[config.mk]
export PLATFORM = sky130hd
export DESIGN_NAME = oms_top
export DESIGN_NICKNAME = d
export VERILOG_FILES = /design/src/verilog/oms_pkg.sv /design/src/verilog/oms_top.sv /design/src/verilog/oms_sync.sv
export VERILOG_INCLUDE_DIRS = /design/src /design/src/verilog
export SDC_FILE = /design/constraint.sdc
export NUM_CORES = 1
export LEC_CHECK = 0
export BUFFER_PORTS_ARGS = -buffer_cell sky130_fd_sc_hd__buf_2
export CORE_UTILIZATION = 25
export DETAILED_ROUTE_END_ITERATION = 16
export PLACE_DENSITY = 0.52
export SYNTH_ARGS = -nofsm -noshare
export SYNTH_HDL_FRONTEND = slang
export SYNTH_HIERARCHICAL = 1
export SYNTH_SLANG_ARGS = --single-unit
[constraint.sdc]
create_clock -name aclk -period 4.5 [get_ports aclk]
set_input_delay 0.225 -clock aclk [delete_from_list [all_inputs] [get_ports aclk]]
set_output_delay 0.225 -clock aclk [all_outputs]
set_load 0.05 [all_outputs]
[src/verilog/oms_cfg.svh]
/*
 * Offsets, field positions, codes and reset values of the operation mode selector.
 * Assumes it is included by the package and by the design files by bare name.
 */
`ifndef OMS_CFG_SVH
`define OMS_CFG_SVH

// ==========================================================================
// Register map, byte addresses on an 8-bit AXI4-Lite address.
`define OMS_AW 8
`define OMS_OFS_SETTING 8'h00
`define OMS_OFS_SWITCH 8'h04
`define OMS_OFS_STATUS 8'h08

// ==========================================================================
// Operation mode setting values.
`define OMS_SET_W 3
`define OMS_SET_EXT_PANEL 3'h0
`define OMS_SET_PANEL_FIXED 3'h1
`define OMS_SET_EXT_FIXED 3'h2
`define OMS_SET_COMBINED_1 3'h3
`define OMS_SET_COMBINED_2 3'h4
`define OMS_SET_UNUSED 3'h5
`define OMS_SET_SWITCHOVER 3'h6
`define OMS_SET_INTERLOCK 3'h7
`define OMS_SET_RESET 3'h0

// ==========================================================================
// Switch request targets.
`define OMS_TGT_W 2
`define OMS_TGT_EXT 2'h0
`define OMS_TGT_PANEL 2'h1
`define OMS_TGT_NET 2'h2
`define OMS_TGT_NONE 2'h3
`define OMS_TGT_RESET 2'h0

// ==========================================================================
// Status register fields.
`define OMS_ST_MODE_LO 0
`define OMS_ST_MODE_HI 1
`define OMS_ST_RUNNING 2
`define OMS_ST_HOLD 3
`define OMS_ST_REJ_SET 4
`define OMS_ST_REJ_SW 5
`define OMS_ST_INTERLOCK 6

// ==========================================================================
// Bus answers and widths.
`define OMS_RESP_OKAY 2'h0
`define OMS_RESP_SLVERR 2'h2
`define OMS_FREQ_W 16

`endif

[src/verilog/oms_pkg.sv]
/*
 * Types of the operation mode selector: modes, pin groups, drive command and state.
 * Assumes oms_cfg.svh is on the include path.
 */
`include "oms_cfg.svh"

package oms_pkg;

	// ==========================================================================
	// Active operation mode.
	typedef enum logic [1:0] {OMS_EXT, OMS_PANEL, OMS_NET, OMS_COMB} oms_opmode_t;

	// ==========================================================================
	// Inputs that arrive from terminals and the local panel, outside the clock domain.
	typedef struct packed {
		logic forward_start_input;
		logic reverse_start_input;
		logic panel_forward_key;
		logic panel_reverse_key;
		logic panel_interlock_input;
		logic current_input_select;
		logic multi_speed_valid;
		logic jog_active;
		logic [`OMS_FREQ_W-1:0] analog2_freq;
		logic [`OMS_FREQ_W-1:0] analog4_freq;
		logic [`OMS_FREQ_W-1:0] multi_speed_freq;
		logic [`OMS_FREQ_W-1:0] jog_freq;
		logic [`OMS_FREQ_W-1:0] panel_freq;
	} oms_pins_t;

	// ==========================================================================
	// Network link commands, from logic on the same clock.
	typedef struct packed {
		logic start_fwd;
		logic start_rev;
		logic [`OMS_FREQ_W-1:0] freq;
	} oms_net_t;

	// ==========================================================================
	// Command towards the drive's frequency and start control.
	typedef struct packed {
		logic run_fwd;
		logic run_rev;
		logic [`OMS_FREQ_W-1:0] freq;
	} oms_drive_t;

	typedef struct packed {
		logic external_mode_indicator;
		logic panel_mode_indicator;
		logic net_mode_indicator;
	} oms_ind_t;

	// ==========================================================================
	// Whole state of the selector.
	typedef struct packed {
		logic [`OMS_SET_W-1:0] setting;
		oms_opmode_t mode;
		logic [`OMS_TGT_W-1:0] sw_target;
		logic hold;
		logic rej_set;
		logic rej_sw;
		logic aw_have;
		logic [`OMS_AW-1:0] awaddr;
		logic w_have;
		logic [31:0] wdata;
		logic wstrb0;
		logic bvalid;
		logic [1:0] bresp;
		logic rvalid;
		logic [1:0] rresp;
		logic [31:0] rdata;
		oms_drive_t drive;
	} oms_state_t;

endpackage

[src/verilog/oms_top.sv]
/*
 * Operation mode selector: picks the start command and running frequency source
 * from the stored operation mode setting and the active mode, under an AXI4-Lite slave.
 * Assumes terminal and panel pins are asynchronous, the network link and the
 * drive_running flag come from logic on aclk, and one bus master.
 */
// Behaviour
// RQ1: Setting 0 starts in external mode and allows panel/external switching.
// RQ2: Setting 1 fixes panel mode and refuses every mode change.
// RQ3: Setting 2 stays external, never panel; external/network switching allowed.
// RQ4: Setting 3 starts only from terminals; frequency from panel or external inputs.
// RQ5: Setting 3 uses terminals 4-5 only with current select on; multi-speed valid.
// RQ6: Setting 4 takes frequency from external inputs, start only from panel keys.
// RQ7: Setting 6 switches among panel, external, network keeping the running state.
// RQ8: Setting 7 is external; panel allowed only while interlock input is on.
// RQ9: Setting 7 with interlock off rejects every switch into panel mode.
// RQ10: Setting writes are accepted only while the drive is stopped.
// RQ11: Outside party drives the interlock input to govern panel entry.
// RQ12: Setting writes outside 0,1,2,3,4,6,7 are rejected, old value kept.
`timescale 1ns/100ps
`include "oms_cfg.svh"

module oms_top (
	input wire logic aclk,
	input wire logic aresetn,
	input wire logic [`OMS_AW-1:0] s_axi_awaddr,
	input wire logic s_axi_awvalid,
	output logic s_axi_awready,
	input wire logic [31:0] s_axi_wdata,
	input wire logic [3:0] s_axi_wstrb,
	input wire logic s_axi_wvalid,
	output logic s_axi_wready,
	output logic [1:0] s_axi_bresp,
	output logic s_axi_bvalid,
	input wire logic s_axi_bready,
	input wire logic [`OMS_AW-1:0] s_axi_araddr,
	input wire logic s_axi_arvalid,
	output logic s_axi_arready,
	output logic [31:0] s_axi_rdata,
	output logic [1:0] s_axi_rresp,
	output logic s_axi_rvalid,
	input wire logic s_axi_rready,
	input wire oms_pkg::oms_pins_t pins_in,
	input wire oms_pkg::oms_net_t net_in,
	input wire logic drive_running,
	output oms_pkg::oms_drive_t drive_cmd,
	output oms_pkg::oms_ind_t mode_ind
);

	import oms_pkg::*;

	// ==========================================================================
	// State.
	localparam oms_state_t ST_RESET = '{
		setting: `OMS_SET_RESET,
		mode: OMS_EXT,
		sw_target: `OMS_TGT_RESET,
		default: '0
	};

	oms_state_t st_reg;
	oms_state_t st_next;
	oms_pins_t pins;

	// ==========================================================================
	// Pin synchronisers.
	oms_sync #(
		.W($bits(oms_pins_t))
	) u_sync (
		.aclk(aclk),
		.aresetn(aresetn),
		.d(pins_in),
		.q(pins)
	);

	// ==========================================================================
	// Decoding functions.

	// Value 5 is a gap in the setting range and is refused like any other stray value.
	function automatic logic setting_valid(input logic [31:0] v);
		setting_valid = (v[31:`OMS_SET_W] == '0) && (v[`OMS_SET_W-1:0] != `OMS_SET_UNUSED);
	endfunction

	function automatic oms_opmode_t home_mode(input logic [`OMS_SET_W-1:0] s);
		case (s)
			`OMS_SET_PANEL_FIXED: home_mode = OMS_PANEL; // [RQ2]
			`OMS_SET_COMBINED_1: home_mode = OMS_COMB; // [RQ4]
			`OMS_SET_COMBINED_2: home_mode = OMS_COMB; // [RQ6]
			default: home_mode = OMS_EXT; // [RQ1] [RQ3] [RQ8]
		endcase
	endfunction

	function automatic logic switch_allowed(
		input logic [`OMS_SET_W-1:0] s,
		input logic [`OMS_TGT_W-1:0] tgt,
		input logic interlock
	);
		case (s)
			`OMS_SET_EXT_PANEL: switch_allowed = (tgt == `OMS_TGT_EXT) || (tgt == `OMS_TGT_PANEL); // [RQ1]
			`OMS_SET_EXT_FIXED: switch_allowed = (tgt == `OMS_TGT_EXT) || (tgt == `OMS_TGT_NET); // [RQ3]
			`OMS_SET_SWITCHOVER: switch_allowed = (tgt != `OMS_TGT_NONE); // [RQ7]
			`OMS_SET_INTERLOCK: begin
				switch_allowed = (tgt == `OMS_TGT_EXT) || ((tgt == `OMS_TGT_PANEL) && interlock); // [RQ8] [RQ9] [RQ11]
			end
			default: switch_allowed = 1'b0; // [RQ2]
		endcase
	endfunction

	function automatic oms_opmode_t target_mode(input logic [`OMS_TGT_W-1:0] tgt);
		case (tgt)
			`OMS_TGT_PANEL: target_mode = OMS_PANEL;
			`OMS_TGT_NET: target_mode = OMS_NET;
			default: target_mode = OMS_EXT;
		endcase
	endfunction

	// Priority of external frequency sources: multi-speed, jog, then analog.
	function automatic logic [`OMS_FREQ_W-1:0] ext_freq(input oms_pins_t p);
		if (p.multi_speed_valid) begin
			ext_freq = p.multi_speed_freq;
		end else if (p.jog_active) begin
			ext_freq = p.jog_freq;
		end else if (p.current_input_select) begin
			ext_freq = p.analog4_freq;
		end else begin
			ext_freq = p.analog2_freq;
		end
	endfunction

	function automatic logic addr_mapped(input logic [`OMS_AW-1:0] a);
		addr_mapped = (a == `OMS_OFS_SETTING) || (a == `OMS_OFS_SWITCH) || (a == `OMS_OFS_STATUS);
	endfunction

	// ==========================================================================
	// Source selection.
	logic src_fwd;
	logic src_rev;
	logic [`OMS_FREQ_W-1:0] src_freq;

	always_comb begin
		src_fwd = pins.forward_start_input;
		src_rev = pins.reverse_start_input;
		src_freq = ext_freq(pins);
		case (st_reg.mode)
			OMS_EXT: begin
				src_fwd = pins.forward_start_input;
				src_rev = pins.reverse_start_input;
				src_freq = ext_freq(pins);
			end
			OMS_PANEL: begin
				src_fwd = pins.panel_forward_key;
				src_rev = pins.panel_reverse_key;
				src_freq = pins.panel_freq;
			end
			OMS_NET: begin
				src_fwd = net_in.start_fwd;
				src_rev = net_in.start_rev;
				src_freq = net_in.freq;
			end
			OMS_COMB: begin
				if (st_reg.setting == `OMS_SET_COMBINED_2) begin
					src_fwd = pins.panel_forward_key; // [RQ6]
					src_rev = pins.panel_reverse_key; // [RQ6]
					src_freq = ext_freq(pins); // [RQ6]
				end else begin
					src_fwd = pins.forward_start_input; // [RQ4]
					src_rev = pins.reverse_start_input; // [RQ4]
					if (pins.multi_speed_valid) begin
						src_freq = pins.multi_speed_freq; // [RQ5]
					end else if (pins.current_input_select) begin
						src_freq = pins.analog4_freq; // [RQ5]
					end else begin
						src_freq = pins.panel_freq; // [RQ4]
					end
				end
			end
			default: begin
				src_fwd = 1'b0;
				src_rev = 1'b0;
			end
		endcase
	end

	// ==========================================================================
	// Bus handshakes.
	logic aw_hs;
	logic w_hs;
	logic ar_hs;

	assign s_axi_awready = !st_reg.aw_have && !st_reg.bvalid;
	assign s_axi_wready = !st_reg.w_have && !st_reg.bvalid;
	assign s_axi_arready = !st_reg.rvalid;
	assign aw_hs = s_axi_awvalid && s_axi_awready;
	assign w_hs = s_axi_wvalid && s_axi_wready;
	assign ar_hs = s_axi_arvalid && s_axi_arready;

	// ==========================================================================
	// Read data.
	logic [31:0] status_word;

	always_comb begin
		status_word = '0;
		status_word[`OMS_ST_MODE_HI:`OMS_ST_MODE_LO] = st_reg.mode;
		status_word[`OMS_ST_RUNNING] = drive_running;
		status_word[`OMS_ST_HOLD] = st_reg.hold;
		status_word[`OMS_ST_REJ_SET] = st_reg.rej_set;
		status_word[`OMS_ST_REJ_SW] = st_reg.rej_sw;
		status_word[`OMS_ST_INTERLOCK] = pins.panel_interlock_input;
	end

	// ==========================================================================
	// Next state.
	always_comb begin
		logic [`OMS_TGT_W-1:0] tgt;
		logic stopped_or_free;
		logic hold_set;
		tgt = '0;
		stopped_or_free = 1'b0;
		hold_set = 1'b0;
		st_next = st_reg;

		// Write address and data may arrive in either order.
		if (aw_hs) begin
			st_next.aw_have = 1'b1;
			st_next.awaddr = s_axi_awaddr;
		end
		if (w_hs) begin
			st_next.w_have = 1'b1;
			st_next.wdata = s_axi_wdata;
			st_next.wstrb0 = s_axi_wstrb[0];
		end
		if (st_reg.bvalid && s_axi_bready) begin
			st_next.bvalid = 1'b0;
		end

		// All fields live in byte 0, so a write without that lane changes nothing.
		if (st_reg.aw_have && st_reg.w_have) begin
			st_next.aw_have = 1'b0;
			st_next.w_have = 1'b0;
			st_next.bvalid = 1'b1;
			st_next.bresp = `OMS_RESP_OKAY;
			case (st_reg.awaddr)
				`OMS_OFS_SETTING: begin
					if (st_reg.wstrb0) begin
						if (drive_running || !setting_valid(st_reg.wdata)) begin
							st_next.rej_set = 1'b1; // [RQ10] [RQ12]
							st_next.bresp = `OMS_RESP_SLVERR;
						end else begin
							st_next.setting = st_reg.wdata[`OMS_SET_W-1:0];
							st_next.mode = home_mode(st_reg.wdata[`OMS_SET_W-1:0]); // [RQ1]
							st_next.hold = 1'b0;
						end
					end
				end
				`OMS_OFS_SWITCH: begin
					if (st_reg.wstrb0) begin
						tgt = st_reg.wdata[`OMS_TGT_W-1:0];
						st_next.sw_target = tgt;
						// Only the switch-over setting may change modes under a running drive.
						stopped_or_free = !drive_running || (st_reg.setting == `OMS_SET_SWITCHOVER);
						if (switch_allowed(st_reg.setting, tgt, pins.panel_interlock_input) && stopped_or_free) begin
							st_next.mode = target_mode(tgt); // [RQ7] [RQ8]
							st_next.hold = drive_running; // [RQ7]
							hold_set = drive_running;
						end else begin
							st_next.rej_sw = 1'b1; // [RQ2] [RQ3] [RQ9]
							st_next.bresp = `OMS_RESP_SLVERR;
						end
					end
				end
				`OMS_OFS_STATUS: begin
					if (st_reg.wstrb0) begin
						if (st_reg.wdata[`OMS_ST_REJ_SET]) begin
							st_next.rej_set = 1'b0;
						end
						if (st_reg.wdata[`OMS_ST_REJ_SW]) begin
							st_next.rej_sw = 1'b0;
						end
					end
				end
				default: begin
					st_next.bresp = `OMS_RESP_SLVERR;
				end
			endcase
		end

		// Read channel answers one cycle after the address is taken.
		if (st_reg.rvalid && s_axi_rready) begin
			st_next.rvalid = 1'b0;
		end
		if (ar_hs) begin
			st_next.rvalid = 1'b1;
			st_next.rresp = addr_mapped(s_axi_araddr) ? `OMS_RESP_OKAY : `OMS_RESP_SLVERR;
			case (s_axi_araddr)
				`OMS_OFS_SETTING: st_next.rdata = {{(32-`OMS_SET_W){1'b0}}, st_reg.setting};
				`OMS_OFS_SWITCH: st_next.rdata = {{(32-`OMS_TGT_W){1'b0}}, st_reg.sw_target};
				`OMS_OFS_STATUS: st_next.rdata = status_word;
				default: st_next.rdata = '0;
			endcase
		end

		// Drive command. During a hold the old command runs on while the drive runs, until the
		// new source issues its own start, so a switch never bumps the motor.
		if (st_reg.hold && drive_running && !(src_fwd || src_rev)) begin
			st_next.drive = st_reg.drive; // [RQ7]
		end else begin
			// An old hold ends here, but a hold set by a switch in this same cycle survives.
			st_next.hold = hold_set; // [RQ7]
			// Both starts on at once is treated as a stop.
			st_next.drive.run_fwd = src_fwd && !src_rev;
			st_next.drive.run_rev = src_rev && !src_fwd;
			st_next.drive.freq = src_freq;
		end
	end

	// ==========================================================================
	// Registers.
	always_ff @(posedge aclk) begin
		if (!aresetn) begin
			st_reg <= ST_RESET; // [RQ1]
		end else begin
			st_reg <= st_next;
		end
	end

	// ==========================================================================
	// Outputs.
	assign s_axi_bvalid = st_reg.bvalid;
	assign s_axi_bresp = st_reg.bresp;
	assign s_axi_rvalid = st_reg.rvalid;
	assign s_axi_rresp = st_reg.rresp;
	assign s_axi_rdata = st_reg.rdata;
	assign drive_cmd = st_reg.drive;
	assign mode_ind.external_mode_indicator = (st_reg.mode == OMS_EXT) || (st_reg.mode == OMS_COMB);
	assign mode_ind.panel_mode_indicator = (st_reg.mode == OMS_PANEL) || (st_reg.mode == OMS_COMB);
	assign mode_ind.net_mode_indicator = (st_reg.mode == OMS_NET);

endmodule

[src/verilog/oms_sync.sv]
/*
 * Two-flop synchroniser bank for terminal and panel inputs.
 * Assumes each bit is a slow level; words are sampled as levels, not as coherent buses.
 */
`timescale 1ns/100ps

module oms_sync #(
	parameter int W = 1
) (
	input wire logic aclk,
	input wire logic aresetn,
	input wire logic [W-1:0] d,
	output logic [W-1:0] q
);

	// ==========================================================================
	// State and its next value.
	typedef struct packed {
		logic [W-1:0] s2;
		logic [W-1:0] s1;
	} oms_sync_state_t;

	oms_sync_state_t sync_reg;
	oms_sync_state_t sync_next;

	always_comb begin
		sync_next.s1 = d;
		sync_next.s2 = sync_reg.s1;
	end

	always_ff @(posedge aclk) begin
		if (!aresetn) begin
			sync_reg <= '0;
		end else begin
			sync_reg <= sync_next;
		end
	end

	assign q = sync_reg.s2;

endmodule

Yosys cells after proc, flatten, opt, wreduce, memory -nomap -nowiden. Cells that the tools add are included.

Flip-flop bits (word level): 285. Input port bits: 166. Word-level logic and storage cells: 161.

Equality and inequality tests: 33. Muxes and demuxes: 52. Bitwise gates (word level): 2. Reduce and logical (&&, ||, !) cells: 53.

Operators by type and width (number): $mux 16 (6); $pmux 16 s4 (1); $mux 35 (1); $logic_not 29->1 (1); $reduce_and 6->1 (4); $ne 2x2->1 const B (11); $pmux 7 s3 (1); $mux 2 (10); $mux 1 (19); $eq 8x3->1 const B (2); $eq 8x4->1 const B (2); $logic_not 8->1 (2); $logic_and 1x1->1 (15); $ne 3x3->1 const B (5); $eq 3x3->1 const B (4); $pmux 1 s4 (3); $pmux 2 s2 (3); $logic_or 1x1->1 (10); $reduce_bool 2->1 (5); $logic_not 1->1 (9); $mux 9 (1); $eq 2x2->1 const B (3); $eq 3x2->1 const B (2); $pmux 1 s2 (3); other kinds (13) (17).

Longest topological paths before layout. Gate-level depths: netlist of the first run.

Word-level depth: 13. Depth in mapped cells: 10. Gate-level depth less buffers: 8.

Hierarchy. The synthesis of the first run kept the hierarchy.

Modules (own cells, without submodules): oms_top (times used 1, cells an instance 639, area each 5180.0 µm²); oms_sync (times used 1, cells an instance 371, area each 4814.6 µm²).

Worst setup path before layout of the first run. No wires, ideal clock.

Kind: register -> register. From: register st_reg (netlist bit s_axi_bvalid). To: register st_reg[56] in the netlist's numbering. Setup time: 0.076 ns. Data arrival time: 2.139 ns. Required time: 4.424 ns. Path slack: 2.285 ns. Cell stages (with the launch flop): 7. Period minus slack after synthesis: 2.215 ns. Cell sequence: dfxtp_1 -> nor2_1 -> and2_1 -> clkbuf_1 -> clkbuf_1 -> nand2_1 -> a21boi_0.

Cells in the longest elaborated chain, start to end: 3.

Ends and longest elaborated chain: from (decl) (line oms_top.sv:61) `oms_state_t st_reg;`; from (signal assigned) (line oms_top.sv:322) `st_reg <= st_next;`; $logic_not 1->1 (line oms_top.sv:191) `assign s_axi_wready = !st_reg.w_have && !st_reg.bvalid;`; $logic_and 1x1->1 (line oms_top.sv:191); net s_axi_wready (line oms_top.sv:32) `output logic s_axi_wready,`; $logic_and 1x1->1 (line oms_top.sv:194) `assign w_hs = s_axi_wvalid && s_axi_wready;`.

The timed path passes the listed nets, and every way through them passes these cells. A chain may end at the register's enable or synchronous reset.

Final worst setup path of the first run.
From: register st_reg[104] in the netlist's numbering. To: register st_reg (netlist bit drive_cmd[7]).

Cells in the longest elaborated chain, start to end: 5. Elaborated cells between the ends (all ways): 10.

Ends and longest elaborated chain: $eq 2x2->1, or another cell as far along; $pmux 1 s4 (line oms_top.sv:144) `case (st_reg.mode)`; $logic_or 1x1->1 (line oms_top.sv:304) `if (st_reg.hold && drive_running && !(src_fwd || src_rev)) begin`; $logic_not 1->1 (line oms_top.sv:304); $logic_and 1x1->1 (line oms_top.sv:304).

Several ways; a longest one is shown, not always the timed one.

==> results of run 1 <==
## power groups by stage
stage               clock (mW)  sequential [mW]  combinational (mW)
CTS                       2.43             2.46               0.509
detailed placement           0             2.51               0.418
global route              2.51             2.47               0.555
floorplan                    0             2.48               0.328
global placement             0             2.51               0.415
finish                    2.35             2.46               0.504
## how the worst max path moves through the flow
stage,cells past startpoint,to,slack [ps]
finish,7,drive_cmd[7],1920
global route,7,drive_cmd[9],1680
CTS,7,drive_cmd[7],1910
detailed placement,7,drive_cmd[7],1910
global placement,7,drive_cmd[8],2020
floorplan,6,st_reg[56],2290
## Yosys cell counts, types with 2 or more instances
library cell	n
a21oi_1	11
buf_2	8
a21boi_1	4
o21ai_1	3
and3_1	2
nand2_1	151
clkbuf_1	33
nor2_1	6
a222oi_1	16
inv_1	8
or4_1	2
nor3_1	2
a21o_1	2
and2_1	180
a21boi_0	44
o22ai_1	2
ha_1	4
buf_4	55
o21ai_0	39
buf_6	20
a211oi_1	3
a22oi_1	4
a21oi_2	2
mux2i_1	54
o211a_1	19
o22a_1	16
dfxtp_1	258
nand4_1	3
nand3_1	8
nand2b_1	3
nor4_1	10
nor2b_1	15
## layout by cell type, fill, tap and decap left out, types with 10 or more instances in the layout
cell type        n
mux2i_1         54
a21oi_1         11
and2_1         180
nand2_1        151
dlygate4sd3_1  136
nor4_1          10
o211a_1         19
a21boi_0        44
dfxtp_1        256
buf_2          196
conb_1          27
clkbuf_16       29
nor2b_1         15
o21ai_0         39
a222oi_1        16
o22a_1          16
## repair_timing
action,4_1_cts,5_1_grt
hold buffers,136,0
gates resized for setup,0,0
endpoints found under the hold margin,135,0
## metal layers
| layer | vias up | wire [um] | GRT usage [%] |
|---|---|---|---|
| li1 | 3857 | - | - |
| met1 | 3505 | 12350 | 16.59 |
| met2 | 211 | 12370 | 21.40 |
| met3 | 44 | 1454 | 2.644 |
| met4 | 4 | 684 | 3.815 |
| met5 | - | 27 | 0 |
## kinds of logic after synthesis
logic type               count (synthesis)
buffers and inverters                  127
multiplexers                            54
AO/OA/AOI/OAI                          173
other                                    1
AND/OR/NAND/NOR                        393
flip-flops                             258
adder cells (fa/ha/maj)                  4
## final cells by class
class	instances	area share [%]
Antenna cell	1	0.01888
Tap cell	518	4.890
Clock buffer	42	6.523
Timing Repair Buffer	336	17.93
Clock inverter	9	0.7363
Inverter	8	0.2265
Multi-Input combinational cell	651	30.70
Sequential cell	258	38.98
## worst min-delay path: stages
cell and delay (ps):
buf_2 170, nand3_1 100, a21oi_1 60
## per-stage QoR
| stage | std cells | hold slack (ps) | util (%) | power [mW] | instance area (sq um) |
|---|---|---|---|---|---|
| 2_1_floorplan | 1036 | 352.3 | - | 2.805 | 10090 |
| 3_3_place_gp | 1635 | 418.4 | 28.02 | 2.926 | 10930 |
| 3_5_place_dp | 1635 | 417.4 | 28.02 | 2.931 | 10930 |
| 4_1_cts | 1822 | 3.515 | 33.97 | 5.403 | 13250 |
| 5_1_grt | 1822 | 27.82 | 33.97 | 5.540 | 13250 |
| 6_report | 1823 | 36.84 | 33.98 | 5.315 | 13260 |
==> flow_summary.toml, run 1 <==
[synthesis]
synth_cell_types = 55
synth_top_area_cell = "dfxtp_1"
netlist_instances = 1010
synth.avg_cell_area_sq_um = 9.896
synth_area_leaders = "dfxtp_1, and2_1, nand2_1"
synth_top_area_share_pct = 51.68
synth_area_sq_um = 9995
ys_ff_latch = 258
ys.flop_type = "dfxtp_1"
synth_compound_area_share_pct = 12.83
synthArstFlopShare_pct = 0
yosysSeqAreaShare_pct = 51.68
synth-xor-area-share_pct = 0
yosys.area_share.simple_pct = 20.96
synth_top_family_by_area = "simple AND/OR/NAND/NOR gates"
yosys-mux-area-fraction_pct = 5.408
synthAdderAreaFrac_pct = 0.5008
yosysWarnings = 6
synth_edf_count = 0

[cts]
cts_root_buf = "clkbuf_16"
cts.sink_count = 258
clk_latency_ps = 570
clk_pin_slew_ps = 60
cts_inserted_buffers = 29
cts_tree = "done"
cts_setup_buffers = 0
h-tree-depth = 1
clk_path_buf_depth = 3

[sta]
setup_viol = 0
fin_crit_ps = 2578
hold_viol = 0
rsz0062_at_grt = "no"
slew_violations = 0
tns_ps = 0
clock.fmax_mhz = 388.0
worstMarginPinSlew_ps = 1153
slew_headroom_pct = 23.14
min_period_over_period_pct = 57.28
skew_ps = 12.20
final.setup.worst_slack_ps = 1922

[power_and_ir_drop]
switchingPower_mw = 1.291
pwr-share-comb_pct = 9.5
p_per_area_nw_per_um2 = 401.0
seq_power_share_pct = 46.3
internal-power_mw = 4.024
vdd_drop_max_mv = 0.2304
p_clk_share_pct = 44.2
switching_share_pct = 24.28
p_leak_nw = 5.587

[layout]
seq_area_sq_um = 5167
multi_input_area_sq_um = 4069
drive_gt1_share_pct = 19.63
area_delta_synth_final_pct = 32.62
fillCellCount = 3990
nets = 1454

[die]
start_util_pct = 25.62
boundaryPins = 228
core_area_sq_um = 39010
dieWidth_um = 201.9
die_area_sq_um = 40780
fp.dieH_um = 201.9
num_rows = 72

[worst_setup_path]
cp_slowest_cell = "ha_1"
r2r.worst_path.cells = 7
path_buf_inv = 1
worstPathMaxFanout = 33
critPathRequiredTime_ps = 4950
worstPathArrival_ps = 3030
r2r_slack_ps = 1920
reg2reg_from = "st_reg[104]"
crit_start = "st_reg[104]"
slowest_delay_ps = 530
r2r_end = "drive_cmd[7]"
end_kind = "register"
critPathTopFamily = "compound AO/OA/AOI/OAI gates"
cp_cell_sequence = "inv_1, ha_1, a21oi_1, a211oi_1, a21oi_2, nand4_4, o211a_1"
startpoint_type = "register"
critical_path_class = "register to register"

[grt]
grt_use_total_pct = 12.84
antenna_found_initial = 3
gr-total-overflow = 0
grt_pass1_vias = 7459
grt_first_pass_wirelength_mm = 41.25
grt_max_degree = 138

[route]
drtIter0Drc = 345
vias_per_cell = 4.180
firstDrtPassIters = 7
final_antenna_net_count = 0
wl_mm = 26.88
wl_per_cell_um = 14.75
drc = 0
vias = 7621

[place]
place_ws_ps = 1914
gp_congestion = 0.8003
port_buffers = 197
detailed_place_hpwl_mm = 18.54

[job]
drv_cap = 0

[worst_hold_path]
holdPathStages = 3
holdPathEnd = "drive_cmd[17]"
hold_class = "input port to register"
hold_path_startpoint = "drive_running"

[status]
status = "complete, no violations"
Note: power is estimated with default switching activity, not from simulation.
==> run 2: changes to the inputs <==
==> constraint.sdc (replaced) <==
create_clock -name aclk -period 2.55 [get_ports aclk]
set_input_delay 0.1275 -clock aclk [delete_from_list [all_inputs] [get_ports aclk]]
set_output_delay 0.1275 -clock aclk [all_outputs]
set_load 0.05 [all_outputs]
==> flow_summary.toml, run 2 (synthesized netlist as in run 1, its figures left out) <==
[worst_setup_path]
startpoint_type = "register"
critPathTopFamily = "compound AO/OA/AOI/OAI gates"
critical_path_class = "register to register"
worstPathMaxFanout = 33
end_kind = "register"
slowest_delay_ps = 430
r2r.worst_path.cells = 5
r2r_end = "drive_cmd[5]"
cp_slowest_cell = "dfxtp_1"
worstPathArrival_ps = 2640
critPathRequiredTime_ps = 3000
cp_cell_sequence = "or3b_1, a21o_1, a21oi_2, nand4_4, o211a_1"
reg2reg_from = "st_reg[108]"
r2r_slack_ps = 350
path_buf_inv = 0

[route]
wl_per_cell_um = 14.61
drc = 0
vias = 7706
drtIter0Drc = 358
wl_mm = 26.91
firstDrtPassIters = 5
vias_per_cell = 4.183
final_antenna_net_count = 0

[grt]
grt_max_degree = 115
grt_pass1_vias = 7459
gr-total-overflow = 0
antenna_found_initial = 2
grt_use_total_pct = 12.85
grt_first_pass_wirelength_mm = 41.10

[power_and_ir_drop]
p_per_area_nw_per_um2 = 720.1
switching_share_pct = 23.51
p_leak_nw = 5.705
p_clk_share_pct = 46.0
internal-power_mw = 7.432
vdd_drop_max_mv = 0.5135
pwr-share-comb_pct = 9.6
seq_power_share_pct = 44.4
switchingPower_mw = 2.284
total_power_mw = 9.716

[job]
drv_cap = 0

[sta]
skew_ps = 10.77
slew_headroom_pct = 52.14
setup_viol = 0
slew_violations = 0
worstMarginPinSlew_ps = 717.8
timing.hold.ws_ps = 72.07
hold_viol = 0
tns_ps = 0
fin_crit_ps = 2197
clock.fmax_mhz = 455.2
rsz0062_at_grt = "no"
min_period_over_period_pct = 86.15

[layout]
final_common_cell = "dfxtp_1"
drive_gt1_share_pct = 20.42
area_delta_synth_final_pct = 34.99
nets = 1469
fin_util_pct = 34.59
layout_common_cells = "dfxtp_1, buf_2, and2_1"

[worst_hold_path]
hold_path_startpoint = "s_axi_awvalid"
holdPathStages = 4
holdPathEnd = "st_reg[91]"
hold_class = "input port to register"

[place]
gp_congestion = 0.7949
port_buffers = 197
detailed_place_hpwl_mm = 18.82

[die]
num_rows = 72
boundaryPins = 228
core_area_sq_um = 39010
start_util_pct = 25.62
fp.dieH_um = 201.9
dieWidth_um = 201.9
die_area_sq_um = 40780

[cts]
clk_latency_ps = 560
cts_tree = "done"
cts_setup_buffers = 0
clk_pin_slew_ps = 60
cts_root_buf = "clkbuf_16"
cts.sink_count = 258
clk_path_buf_depth = 3
cts_inserted_buffers = 29
h-tree-depth = 1

[status]
status = "complete, no violations"
-- run 2: power by group through the flow --
stage	clock [mW]	sequential, mW	combinational, mW
2_1_floorplan	0	4.37	0.578
3_3_place_gp	0	4.40	0.772
3_5_place_dp	0	4.40	0.777
4_1_cts	4.62	4.32	0.940
5_1_grt	4.79	4.33	1.02
6_report	4.47	4.31	0.933
-- run 2: worst max-delay path by stage --
stage	to	cells past startpoint	startpoint
2_1_floorplan	st_reg[56]	6	s_axi_bvalid
3_3_place_gp	drive_cmd[5]	5	st_reg[108]
3_5_place_dp	drive_cmd[10]	5	st_reg[108]
4_1_cts	drive_cmd[5]	5	st_reg[108]
5_1_grt	drive_cmd[7]	7	st_reg[104]
6_report	drive_cmd[5]	5	st_reg[108]
-- run 2: timing repair --
| item | CTS | global route |
|---|---|---|
| endpoints found under the setup margin | 0 | 0 |
| hold endpoints to repair | 137 | 0 |
| gates resized for setup | 0 | 0 |
| hold buffers | 139 | 0 |
-- run 2: worst reg2reg max path: stages (launching register included) --
cell and delay (ps):
dfxtp_1 430, or3b_1 400, a21o_1 230, a21oi_2 240, nand4_4 400, o211a_1 370
-- run 2: area by class of cell --
type / count / area (sq um)
fillers: 3952 / 25520
flip-flops and latches: 258 / 5167
multi-input cells: 651 / 4069
repair buffers: 351 / 2521
clock buffers: 43 / 868.3
well taps: 518 / 648.1
clock inverters: 11 / 182.7
inverters: 8 / 30.03
diodes: 2 / 5.005
-- run 2: layer usage --
metal / track usage (%) / up-vias / wire length (um)
met3: 3.209 / 32 / 1656
met5: 0 / - / 9
met4: 3.057 / 2 / 391
met1: 16.72 / 3569 / 12490
met2: 21.22 / 213 / 12360
li1: - / 3890 / -
-- run 2: stage by stage --
step / std cells / worst slack [ps] / area, sq um
2_1_floorplan: 1036 / 335.3 / 10090
3_3_place_gp: 1647 / 432.4 / 11040
3_5_place_dp: 1647 / 379.7 / 11040
4_1_cts: 1840 / 334.5 / 13490
5_1_grt: 1840 / 169.0 / 13490
6_report: 1842 / 353.2 / 13490
